**src/pkg/clkpd_pkg.sv**
```systemverilog
// Constants and types shared by the clock divider and power-down controller
package clkpd_pkg;

  // Register indices as printed; byte address is four times the index
  localparam logic [19:0] IDX_POWER_MODE_CONTROL   = 20'hee012;
  localparam logic [19:0] IDX_CLOCK_DIVIDE_CONTROL = 20'hee01b;
  localparam logic [19:0] IDX_MODULE_STOP_HIGH     = 20'hee01c;
  localparam logic [19:0] IDX_MODULE_STOP_LOW      = 20'hee01d;
  localparam logic [19:0] IDX_POWER_STATE          = 20'hee01e;

  // Values after reset
  localparam logic [7:0] RST_POWER_MODE_CONTROL   = 8'h09;
  localparam logic [7:0] RST_CLOCK_DIVIDE_CONTROL = 8'hfc;
  localparam logic [7:0] RST_MODULE_STOP_HIGH     = 8'h78;
  localparam logic [7:0] RST_MODULE_STOP_LOW      = 8'h00;

  // Fixed read-as-one masks
  localparam logic [7:0] DIVC_FIXED_ONES = 8'hfc;
  localparam logic [7:0] MSTH_FIXED_ONES = 8'h78;

  // Field positions in power_mode_control
  localparam int POS_STANDBY_SELECT   = 7;
  localparam int POS_SETTLE_SEL_2     = 6;
  localparam int POS_SETTLE_SEL_0     = 4;
  localparam int POS_STANDBY_BUS_HOLD = 1;
  localparam int POS_ONCHIP_RAM_EN    = 0;

  // Field positions in module_stop_high
  localparam int POS_CLOCK_PIN_STOP   = 7;
  localparam int POS_SERIAL1_STOP     = 1;
  localparam int POS_SERIAL0_STOP     = 0;

  // Field positions in module_stop_low
  localparam int POS_TIMER16_STOP     = 4;
  localparam int POS_TIMER8_CH01_STOP = 3;
  localparam int POS_TIMER8_CH23_STOP = 2;
  localparam int POS_CONVERTER_STOP   = 0;

  // Oscillator and duty adjustment threshold
  localparam int unsigned OSC_HZ          = 25_000_000;
  localparam int unsigned DUTY_ADJ_MIN_HZ = 5_000_000;

  // Prescaler taps, phi/2 up to phi/4096
  localparam int PRESCALE_TAPS = 12;

  // Settling-time figures in states
  localparam int unsigned SETTLE_STATES_SHORT = 1024;
  localparam int          SETTLE_W            = 19;

  // Power-down state of the chip
  typedef enum logic [2:0] {
    MODE_RUN,
    MODE_SLEEP,
    MODE_SW_STANDBY,
    MODE_SETTLE,
    MODE_HW_STANDBY
  } mode_t;

endpackage

```
**src/core/clkpd_ctrl.sv**
```systemverilog
// Clock divider, prescaler, power-down modes and module standby with APB registers
//
// How it works
// - Duty adjustment is on when the oscillator runs at 5 MHz or more.
// - Prescaler derives phi/2 through phi/4096 ticks from the system clock.
// - Divider ratio can be rewritten at run time; phi and its pin follow.
// - Ratio field 00,01,10,11 selects divide by 1,2,4,8; resets to 1.
// - Divider register resets to fc and in hardware standby, kept in software standby.
// - Upper six divider bits ignore writes and read as ones.
// - Clock pin stop bit 7: 0 drives phi on its pin, 1 disables it.
// - Halt request enters sleep if standby select is 0, software standby if 1.
// - Sleep: clock runs, CPU halted, modules active, phi pin still outputs.
// - Software standby: clock and CPU halted, modules reset, phi pin high.
// - Standby pin low forces hardware standby: pins float, modules reset.
// - Sleep exits on interrupt; software standby on external wake; both on pins.
// - Standby select stays 1 after wake; only a software write or reset clears it.
// - Settle code selects 8192..262144 states, 110 gives 1024, 111 illegal.
// - Bus hold bit: 0 floats bus in software standby, 1 holds address, strobes high.
// - High module stop register resets to 78, also in hardware standby.
// - High register bits 6..3 read one; bit 2 is plain storage.
// - High register bits 1 and 0 stop serial channels 1 and 0.
// - Setting a stop bit halts and resets the module; software reprograms it.
// - Module stop works independently of the power-down modes.
// - Low register bits 4,3,2,0 stop timer16, timer8 pairs and converter.
// - Wake from software standby restarts clock, waits settle count, then exception.
//
// Implementation choice: the APB interface to the registers.
`timescale 1ns/10ps

module clkpd_ctrl #(
  parameter int unsigned SETTLE_STATES_0 = 8192,
  parameter int unsigned SETTLE_STATES_1 = 16384,
  parameter int unsigned SETTLE_STATES_2 = 32768,
  parameter int unsigned SETTLE_STATES_3 = 65536,
  parameter int unsigned SETTLE_STATES_4 = 131072,
  parameter int unsigned SETTLE_STATES_5 = 262144
) (
  input  wire logic        CLK,
  input  wire logic        RST,
  input  wire logic        PSEL,
  input  wire logic        PENABLE,
  input  wire logic        PWRITE,
  input  wire logic [21:0] PADDR,
  input  wire logic [31:0] PWDATA,
  output logic      [31:0] PRDATA,
  output logic             PREADY,
  output logic             PSLVERR,
  input  wire logic        HALT_REQ,
  input  wire logic        WAKE_IRQ,
  input  wire logic        WAKE_EXT,
  input  wire logic        HW_STANDBY_PIN_N,
  output logic             DUTY_ADJ_ON,
  output logic             SYS_CLK_EN,
  output logic [11:0]      PRESCALE_TICK,
  output logic             PHI_PIN_O,
  output logic             PHI_PIN_OE,
  output logic             CPU_HALT,
  output logic             CPU_REG_LOST,
  output logic             WAKE_EXCEPTION,
  output logic             SERIAL0_STOP,
  output logic             SERIAL1_STOP,
  output logic             TIMER16_STOP,
  output logic             TIMER8_CH01_STOP,
  output logic             TIMER8_CH23_STOP,
  output logic             CONVERTER_STOP,
  output logic             PORT_HIZ,
  output logic             ADDR_BUS_OE,
  output logic             ADDR_FREEZE,
  output logic             CTRL_BUS_OE,
  output logic             CTRL_FORCE_HIGH,
  output logic             ONCHIP_RAM_ENABLE
);

  typedef struct packed {
    clkpd_pkg::mode_t               mode;
    logic [7:0]                     pmc;
    logic [1:0]                     divc;
    logic [7:0]                     msth;
    logic [7:0]                     mstl;
    logic [1:0]                     ratio;
    logic [2:0]                     div_cnt;
    logic [11:0]                    pre;
    logic [clkpd_pkg::SETTLE_W-1:0] settle_cnt;
    logic [clkpd_pkg::SETTLE_W-1:0] settle_lim;
    logic                           sys_en;
    logic [11:0]                    pre_tick;
    logic                           phi_o;
    logic                           phi_oe;
    logic                           cpu_halt;
    logic                           cpu_lost;
    logic                           wake_exc;
    logic [5:0]                     mod_stop;
    logic                           port_hiz;
    logic                           addr_oe;
    logic                           addr_frz;
    logic                           ctrl_oe;
    logic                           ctrl_high;
    logic                           duty_adj;
    logic                           pready;
    logic                           pslverr;
    logic [7:0]                     prdata;
  } state_t;

  state_t st;
  state_t next_st;

  logic [11:0] pre_hit;
  logic [19:0] idx;
  logic        word_ok;

  assign idx     = PADDR[21:2];
  assign word_ok = (PADDR[1:0] == 2'b00);

  // Prescaler tap k fires when the low k+1 bits are all ones
  genvar k;
  generate
    for (k = 0; k < clkpd_pkg::PRESCALE_TAPS; k = k + 1) begin : g_tap
      assign pre_hit[k] = &st.pre[k:0];
    end
  endgenerate

  // Settle length for a code; illegal code takes the longest wait
  function automatic logic [clkpd_pkg::SETTLE_W-1:0] settle_states(input logic [2:0] code);
    logic [clkpd_pkg::SETTLE_W-1:0] n;
    n = clkpd_pkg::SETTLE_W'(SETTLE_STATES_5);
    case (code)
      3'h0: n = clkpd_pkg::SETTLE_W'(SETTLE_STATES_0);
      3'h1: n = clkpd_pkg::SETTLE_W'(SETTLE_STATES_1);
      3'h2: n = clkpd_pkg::SETTLE_W'(SETTLE_STATES_2);
      3'h3: n = clkpd_pkg::SETTLE_W'(SETTLE_STATES_3);
      3'h4: n = clkpd_pkg::SETTLE_W'(SETTLE_STATES_4);
      3'h5: n = clkpd_pkg::SETTLE_W'(SETTLE_STATES_5);
      3'h6: n = clkpd_pkg::SETTLE_W'(clkpd_pkg::SETTLE_STATES_SHORT);
      default: n = clkpd_pkg::SETTLE_W'(SETTLE_STATES_5);
    endcase
    return n;
  endfunction

  // Last divider count of one phi period for a ratio code
  function automatic logic [2:0] div_last(input logic [1:0] r);
    logic [2:0] m;
    m = 3'h0;
    case (r)
      2'h0: m = 3'h0;
      2'h1: m = 3'h1;
      2'h2: m = 3'h3;
      default: m = 3'h7;
    endcase
    return m;
  endfunction

  // Next-state logic for the whole block
  always_comb begin
    logic       running;
    logic       tick;
    logic       wr;
    logic       rd_done;
    logic       hit;
    logic [7:0] rdata;
    logic       in_sw;
    logic       in_hw;
    running = 1'b0;
    tick    = 1'b0;
    wr      = 1'b0;
    rd_done = 1'b0;
    hit     = 1'b1;
    rdata   = 8'h00;
    in_sw   = 1'b0;
    in_hw   = 1'b0;
    next_st = st;

    // Oscillator is always 25 MHz here, so duty adjustment stays on
    next_st.duty_adj = (clkpd_pkg::OSC_HZ >= clkpd_pkg::DUTY_ADJ_MIN_HZ);

    // Divider runs while the oscillator runs: run, sleep and settling
    running = (st.mode == clkpd_pkg::MODE_RUN) || (st.mode == clkpd_pkg::MODE_SLEEP) ||
              (st.mode == clkpd_pkg::MODE_SETTLE);
    tick = running && (st.div_cnt == div_last(st.ratio));
    if (running) begin
      next_st.div_cnt = tick ? 3'h0 : st.div_cnt + 3'h1;
    end
    // Ratio switches at a period boundary, or at once while the divider is stopped, avoiding runt phases
    if (tick || !running) begin
      next_st.ratio = st.divc;
    end
    next_st.sys_en = tick;

    // Phi pin waveform: high in the first half of each period; at divide by 1 it toggles every cycle
    if (st.ratio == 2'h0) begin
      next_st.phi_o = running ? ~st.phi_o : 1'b1;
    end else begin
      next_st.phi_o = running ? (next_st.div_cnt <= (div_last(st.ratio) >> 1)) : 1'b1;
    end
    // Prescaler; reset with the modules in either standby
    for (int i = 0; i < clkpd_pkg::PRESCALE_TAPS; i++) begin
      next_st.pre_tick[i] = tick && pre_hit[i];
    end
    if (tick) begin
      next_st.pre = st.pre + 12'h001;
    end

    // APB slave: one wait state, write and read data at the ready edge
    next_st.pready  = 1'b0;
    next_st.pslverr = 1'b0;
    if (PSEL && PENABLE && !st.pready) begin
      next_st.pready = 1'b1;
      hit = word_ok;
      if (idx == clkpd_pkg::IDX_POWER_MODE_CONTROL) begin
        rdata = st.pmc;
      end else if (idx == clkpd_pkg::IDX_CLOCK_DIVIDE_CONTROL) begin
        rdata = clkpd_pkg::DIVC_FIXED_ONES | {6'h00, st.divc};
      end else if (idx == clkpd_pkg::IDX_MODULE_STOP_HIGH) begin
        rdata = st.msth | clkpd_pkg::MSTH_FIXED_ONES;
      end else if (idx == clkpd_pkg::IDX_MODULE_STOP_LOW) begin
        rdata = st.mstl;
      end else if (idx == clkpd_pkg::IDX_POWER_STATE) begin
        rdata = {5'h00, st.mode};
      end else begin
        hit = 1'b0;
      end
      if (!word_ok) begin
        hit = 1'b0;
      end
      next_st.pslverr = !hit;
      next_st.prdata  = hit ? rdata : 8'h00;
    end
    wr      = PSEL && PENABLE && st.pready && PWRITE && !st.pslverr;
    rd_done = PSEL && PENABLE && st.pready;
    if (wr) begin
      if (idx == clkpd_pkg::IDX_POWER_MODE_CONTROL) begin
        next_st.pmc = PWDATA[7:0];
      end else if (idx == clkpd_pkg::IDX_CLOCK_DIVIDE_CONTROL) begin
        next_st.divc = PWDATA[1:0];
      end else if (idx == clkpd_pkg::IDX_MODULE_STOP_HIGH) begin
        next_st.msth = PWDATA[7:0] & ~clkpd_pkg::MSTH_FIXED_ONES;
      end else if (idx == clkpd_pkg::IDX_MODULE_STOP_LOW) begin
        next_st.mstl = PWDATA[7:0];
      end
    end
    if (!rd_done && !(PSEL && PENABLE)) begin
      next_st.prdata = st.prdata;
    end

    // Power-down state machine; the standby pin beats everything but reset
    next_st.wake_exc = 1'b0;
    case (st.mode)
      clkpd_pkg::MODE_RUN: begin
        if (HALT_REQ) begin
          next_st.mode = st.pmc[clkpd_pkg::POS_STANDBY_SELECT] ?
                         clkpd_pkg::MODE_SW_STANDBY : clkpd_pkg::MODE_SLEEP;
        end
      end
      clkpd_pkg::MODE_SLEEP: begin
        if (WAKE_IRQ || WAKE_EXT) begin
          next_st.mode     = clkpd_pkg::MODE_RUN;
          next_st.wake_exc = 1'b1;
        end
      end
      clkpd_pkg::MODE_SW_STANDBY: begin
        // Only external wake sources restart the oscillator
        if (WAKE_EXT) begin
          next_st.mode       = clkpd_pkg::MODE_SETTLE;
          next_st.settle_cnt = '0;
          next_st.settle_lim = settle_states(st.pmc[clkpd_pkg::POS_SETTLE_SEL_2:
                                                    clkpd_pkg::POS_SETTLE_SEL_0]);
        end
      end
      clkpd_pkg::MODE_SETTLE: begin
        // Count divided phi states, so a larger ratio waits longer
        if (tick) begin
          next_st.settle_cnt = st.settle_cnt + 1'b1;
          if (st.settle_cnt == st.settle_lim - 1'b1) begin
            next_st.mode     = clkpd_pkg::MODE_RUN;
            next_st.wake_exc = 1'b1;
          end
        end
      end
      clkpd_pkg::MODE_HW_STANDBY: begin
        // Left only through reset
        next_st.mode = clkpd_pkg::MODE_HW_STANDBY;
      end
      default: begin
        next_st.mode = clkpd_pkg::MODE_RUN;
      end
    endcase
    if (!HW_STANDBY_PIN_N) begin
      next_st.mode     = clkpd_pkg::MODE_HW_STANDBY;
      next_st.wake_exc = 1'b0;
    end

    // Hardware standby reinitialises divider and module stop registers
    if (next_st.mode == clkpd_pkg::MODE_HW_STANDBY) begin
      next_st.divc = clkpd_pkg::RST_CLOCK_DIVIDE_CONTROL[1:0];
      next_st.msth = clkpd_pkg::RST_MODULE_STOP_HIGH & ~clkpd_pkg::MSTH_FIXED_ONES;
      next_st.mstl = clkpd_pkg::RST_MODULE_STOP_LOW;
    end

    in_sw = (next_st.mode == clkpd_pkg::MODE_SW_STANDBY) ||
            (next_st.mode == clkpd_pkg::MODE_SETTLE);
    in_hw = (next_st.mode == clkpd_pkg::MODE_HW_STANDBY);
    // Phi pin held high through standby and the settling wait, in step with the mode
    if (in_sw) begin
      next_st.phi_o = 1'b1;
    end
    if (in_sw || in_hw) begin
      next_st.pre      = 12'h000;
      next_st.pre_tick = 12'h000;
    end
    if (in_hw) begin
      next_st.div_cnt = 3'h0;
      next_st.sys_en  = 1'b0;
    end

    // Pin and core controls follow the next mode
    next_st.cpu_halt = (next_st.mode != clkpd_pkg::MODE_RUN);
    next_st.cpu_lost = in_hw;
    next_st.port_hiz = in_hw;
    next_st.phi_oe   = !in_hw && !next_st.msth[clkpd_pkg::POS_CLOCK_PIN_STOP];
    next_st.addr_frz = in_sw;
    next_st.addr_oe  = !in_hw && !(in_sw && !st.pmc[clkpd_pkg::POS_STANDBY_BUS_HOLD]);
    next_st.ctrl_oe  = next_st.addr_oe;
    next_st.ctrl_high = in_sw && st.pmc[clkpd_pkg::POS_STANDBY_BUS_HOLD];

    // Stop bits halt modules regardless of mode; standby halts all
    next_st.mod_stop = {next_st.msth[clkpd_pkg::POS_SERIAL1_STOP],
                        next_st.msth[clkpd_pkg::POS_SERIAL0_STOP],
                        next_st.mstl[clkpd_pkg::POS_TIMER16_STOP],
                        next_st.mstl[clkpd_pkg::POS_TIMER8_CH01_STOP],
                        next_st.mstl[clkpd_pkg::POS_TIMER8_CH23_STOP],
                        next_st.mstl[clkpd_pkg::POS_CONVERTER_STOP]} |
                       {6{in_sw || in_hw}};
  end

  // State register; synchronous reset
  always_ff @(posedge CLK) begin
    if (RST) begin
      st          <= '0;
      st.mode     <= clkpd_pkg::MODE_RUN;
      st.pmc      <= clkpd_pkg::RST_POWER_MODE_CONTROL;
      st.divc     <= clkpd_pkg::RST_CLOCK_DIVIDE_CONTROL[1:0];
      st.msth     <= clkpd_pkg::RST_MODULE_STOP_HIGH & ~clkpd_pkg::MSTH_FIXED_ONES;
      st.mstl     <= clkpd_pkg::RST_MODULE_STOP_LOW;
      st.phi_oe   <= 1'b1;
      st.addr_oe  <= 1'b1;
      st.ctrl_oe  <= 1'b1;
    end else begin
      st <= next_st;
    end
  end

  // Ports straight from the state flops
  assign PRDATA            = {24'h000000, st.prdata};
  assign PREADY            = st.pready;
  assign PSLVERR           = st.pslverr;
  assign DUTY_ADJ_ON       = st.duty_adj;
  assign SYS_CLK_EN        = st.sys_en;
  assign PRESCALE_TICK     = st.pre_tick;
  assign PHI_PIN_O         = st.phi_o;
  assign PHI_PIN_OE        = st.phi_oe;
  assign CPU_HALT          = st.cpu_halt;
  assign CPU_REG_LOST      = st.cpu_lost;
  assign WAKE_EXCEPTION    = st.wake_exc;
  assign SERIAL1_STOP      = st.mod_stop[5];
  assign SERIAL0_STOP      = st.mod_stop[4];
  assign TIMER16_STOP      = st.mod_stop[3];
  assign TIMER8_CH01_STOP  = st.mod_stop[2];
  assign TIMER8_CH23_STOP  = st.mod_stop[1];
  assign CONVERTER_STOP    = st.mod_stop[0];
  assign PORT_HIZ          = st.port_hiz;
  assign ADDR_BUS_OE       = st.addr_oe;
  assign ADDR_FREEZE       = st.addr_frz;
  assign CTRL_BUS_OE       = st.ctrl_oe;
  assign CTRL_FORCE_HIGH   = st.ctrl_high;
  assign ONCHIP_RAM_ENABLE = st.pmc[clkpd_pkg::POS_ONCHIP_RAM_EN];

endmodule

```
**config.mk**
```make
export PLATFORM = sky130hd
export DESIGN_NAME = clkpd_ctrl
export DESIGN_NICKNAME = d
export VERILOG_FILES = /design/src/pkg/clkpd_pkg.sv /design/src/core/clkpd_ctrl.sv
export SDC_FILE = /design/constraint.sdc
export NUM_CORES = 1
export LEC_CHECK = 0
export ABC_AREA = 1
export BUFFER_PORTS_ARGS = -buffer_cell sky130_fd_sc_hd__buf_2
export CORE_MARGIN = 2
export CORE_UTILIZATION = 40
export CTS_BUF_LIST = sky130_fd_sc_hd__clkbuf_16
export CTS_CLUSTER_SIZE = 24
export DETAILED_ROUTE_END_ITERATION = 7
export PLACE_DENSITY = 0.63
export SYNTH_ARGS = -nofsm -noshare
export SYNTH_HDL_FRONTEND = slang
export SYNTH_SLANG_ARGS = --single-unit
```
**constraint.sdc**
```tcl
create_clock -name CLK -period 3.3 [get_ports CLK]
set_clock_uncertainty 0.15 [all_clocks]
set_input_delay 0.66 -clock CLK [delete_from_list [all_inputs] [get_ports CLK]]
set_output_delay 0.66 -clock CLK [all_outputs]
set_load 0.005 [all_outputs]
```
==> run_results.csv <==
group,metric,value,unit
finish,largest_reg_flops,66,
finish,area_growth_syn_to_layout,10.6,%
setup_path,cp_max_fo,11,
setup_path,crit_end,"st[77]$_SDFFE_PP0P_",
placed_design,port_buffers,79,
clock_network,cts_htree_levels,3,
die,fp.dieW,122,um
grt,grt_antenna_before_repair,1,
synthesis,ys_types,43,
sta,finalCritPeriodShare,77.1,%
finish,layout-drive-gt1-share,15.9,%
grt,overflow,0,
synthesis,synth-edff-count,0,
sta,slew_violations,0,
drt,antenna_left,0,
die,io_pins,128,
placed_design,dp.cells,1033,
die,die_area,14900,um2
finish,nFillCells,1459,
die,fp.coreArea,13800,um2
setup_path,critPathCaptureType,"register",
setup_path,crit_cells,14,
drt,wirelength,12500,um
synthesis,yosysSeqAreaShare,37.9,%
clock_network,clkSinkCount,106,
synthesis,syn_avg_cell_area,6.94,um2
synthesis,async_flop_share,0,%
drt,routed_via_density,4.69,
setup_path,cpMostUsedCell,"nand2_1",
setup_path,crit_arrival,2.70,ns
power_and_ir_drop,pwr_density_cell,402,nW/um2
setup_path,reg2reg_slack,0.76,ns
grt,grt_max_degree,22,
sta,slew_headroom,58.9,%
drt,remaining_drc_errors,0,
setup_path,cp_top_family,"simple AND/OR/NAND/NOR gates",
drt,drt_pass1_iterations,5,
setup_path,cpPeakStageDelay,0.36,ns
clock_network,cts_hold_buf,0,
die,num_rows,43,
finish,nNetsFinal,937,
clock_network,cts_setup_buffers,0,
drt,drt_first_iter_violations,287,
grt,first_global_vias,4525,
synthesis,synthCells,806,
sta,finalHoldViolations,0,
power_and_ir_drop,leakagePower,2.79,nW
die,fp.dieH,122,um
sta,finalSetupViolCount,0,
setup_path,r2r-end,"st[77]$_SDFFE_PP0P_",
power_and_ir_drop,power,2.48,mW
placed_design,gp_congestion,0.869,
sta,max_freq,0.393,GHz
grt,track_usage,17.9,%
setup_path,cp-startpoint,"st[93]$_SDFFE_PP0P_",
setup_path,worstPathRequired,3.46,ns
clock_network,cts_tree,"yes",
die,initial_core_util,40.6,%
setup_path,critical_path.slowest_cell,"dfxtp_1",
finish,largest_register,"st",
setup_path,reg2regPathDepth,14,
clock_network,cts_buffer_depth,2,
run_status,status,"completed",
min_path,hp-class,"register to register",
setup_path,cp-start-kind,"register",
sta,layout_min_cycle_time,2.54,ns
sta,hold_slack,0.300,ns
setup_path,path_buf_inv,2,
clock_network,cts_root_buffer,"clkbuf_16",
synthesis,synth_flop_cell,"dfxtp_1",
synthesis,ys_seq_elements,106,
clock_network,cts.clk_slew.worst_paths,0.07,ns
sta,rsz0062_at_grt,"false",
clock_network,clk_latency,0.35,ns
finish,register_area,2120,um2
finish,finalNonFillerCells,1049,
synthesis,syn_area,5590,um2
drt,wire_per_inst,11.9,um
drt,vias,4922,
power_and_ir_drop,peakVddDrop,0.259,mV
sta,tightestPinTransition,0.615,ns
grt,grt_pass1_wl,21000,um
finish,final_core_util,44.9,%
clock_network,postCtsResizedCells,0,
clock_network,cts_made_buffers,9,
setup_path,worstReg2RegStart,"st[93]$_SDFFE_PP0P_",
job,max_cap_viol_count,0,
setup_path,critPathKind,"register to register",
sta,tns,0,ns
setup_path,path_cells,"inv_1 > ha_1 > nand2_1 > nand2_1 > nor2_2 > nand2_2 > nor2_8 > nand2_1 > nand2_1 > inv_2 > nor2_2 > nand2_1 > a21oi_1 > o21a_1",
finish,multi_input_area,2720,um2
placed_design,dp_hpwl,9460,um
synthesis,ys_warn_count,0,
## power breakdown
| part | switching [mW] | leakage, nW | internal (mW) |
|---|---|---|---|
| sequential | 0.00889 | 0.859 | 1.29 |
| combinational | 0.0948 | 1.79 | 0.0496 |
| clock | 0.463 | 0.139 | 0.572 |
| total | 0.567 | 2.79 | 1.92 |
## cells in the mapped netlist (2+ instances only)
cell      number  area (um2)
a211oi_1       3        22.5
a21oi_1       48         240
buf_2          3        15.0
buf_4         47         353
clkbuf_1       6        22.5
clkbuf_2       2        10.0
clkinv_1       2        7.51
dfxtp_1      106        2120
ha_1          10         125
inv_1        103         387
inv_2          4        15.0
nand2_1      183         687
nand2_2        5        31.3
nand3_1       49         245
nand3_2        2        20.0
nand3b_1       2        15.0
nand4_1       24         150
nor2_1        91         342
nor2_2        17         106
nor2_4         5        56.3
nor3_1        12        60.1
nor4_1         6        37.5
o21a_1         2        15.0
o21ai_0       41         205
o22ai_1        2        12.5
o31ai_1        2        15.0
o32ai_1        2        17.5
or2_2          5        31.3
xnor2_1        2        17.5
xor2_1         7        61.3
## cell type report
class                           count  area share (%)
Multi-Input combinational cell    554            43.9
Sequential cell                   106            34.3
Timing Repair Buffer               84            7.00
Inverter                          109            6.62
Clock buffer                        9            3.64
Tap cell                          180            3.64
Clock inverter                      6           0.809
Antenna cell                        1          0.0405
## layer usage
layer	share of wire (%)	routed length, um	vias to the layer above	track usage (%)
li1	-	-	2623	-
met1	48	5980	2180	23.9
met2	46	5710	106	28.5
met3	4.9	614	13	3.44
met4	1.7	209	0	6.90
met5	0	0	-	0
## cells in the final DEF, fill, tap and decap left out, types with 3 or more instances in the layout
| cell | count |
|---|---|
| a211oi_1 | 3 |
| a21oi_1 | 48 |
| buf_2 | 79 |
| buf_4 | 5 |
| clkbuf_16 | 9 |
| clkinv_1 | 5 |
| conb_1 | 24 |
| dfxtp_1 | 106 |
| ha_1 | 10 |
| inv_1 | 104 |
| inv_2 | 4 |
| nand2_1 | 183 |
| nand2_2 | 5 |
| nand3_1 | 49 |
| nand4_1 | 24 |
| nor2_1 | 91 |
| nor2_2 | 17 |
| nor2_4 | 5 |
| nor3_1 | 12 |
| nor4_1 | 6 |
| o21ai_0 | 41 |
| or2_2 | 5 |
| xor2_1 | 7 |
## kinds of logic after synthesis
group | after synthesis | share of synthesized area, %
other cells | 1 | 0.0670
simple gates | 406 | 33.0
compound gates | 105 | 10.3
flops | 106 | 37.9
fa+ha+maj | 10 | 2.24
xor+xnor | 9 | 1.41
buf+inv | 169 | 15.0
## per-stage QoR
step / area (um2) / setup slack [ns]
2_1_floorplan: 5680 / 1.10
3_5_place_dp: 5910 / 0.731
5_1_grt: 6180 / 0.441
6_report: 6180 / 0.757
4_1_cts: 6180 / 0.763
3_3_place_gp: 5910 / 0.739
## worst min path at each step
stage	from	end	cells after the start
after floorplan	st[116]$_SDFFE_PP1P_	st[116]$_SDFFE_PP1P_	2
after global placement	st[116]$_SDFFE_PP1P_	st[116]$_SDFFE_PP1P_	2
after detailed placement	st[116]$_SDFFE_PP1P_	st[116]$_SDFFE_PP1P_	2
after CTS	st[116]$_SDFFE_PP1P_	st[116]$_SDFFE_PP1P_	2
after global routing	st[116]$_SDFFE_PP1P_	st[116]$_SDFFE_PP1P_	2
final	st[116]$_SDFFE_PP1P_	st[116]$_SDFFE_PP1P_	2
## tightest hold or removal path: cells and delay by family, from the launching register on
family        cells  cell delay, ns
flops             1            0.32
simple gates      2            0.10
No activity file was read; power rests on OpenSTA's default activity.
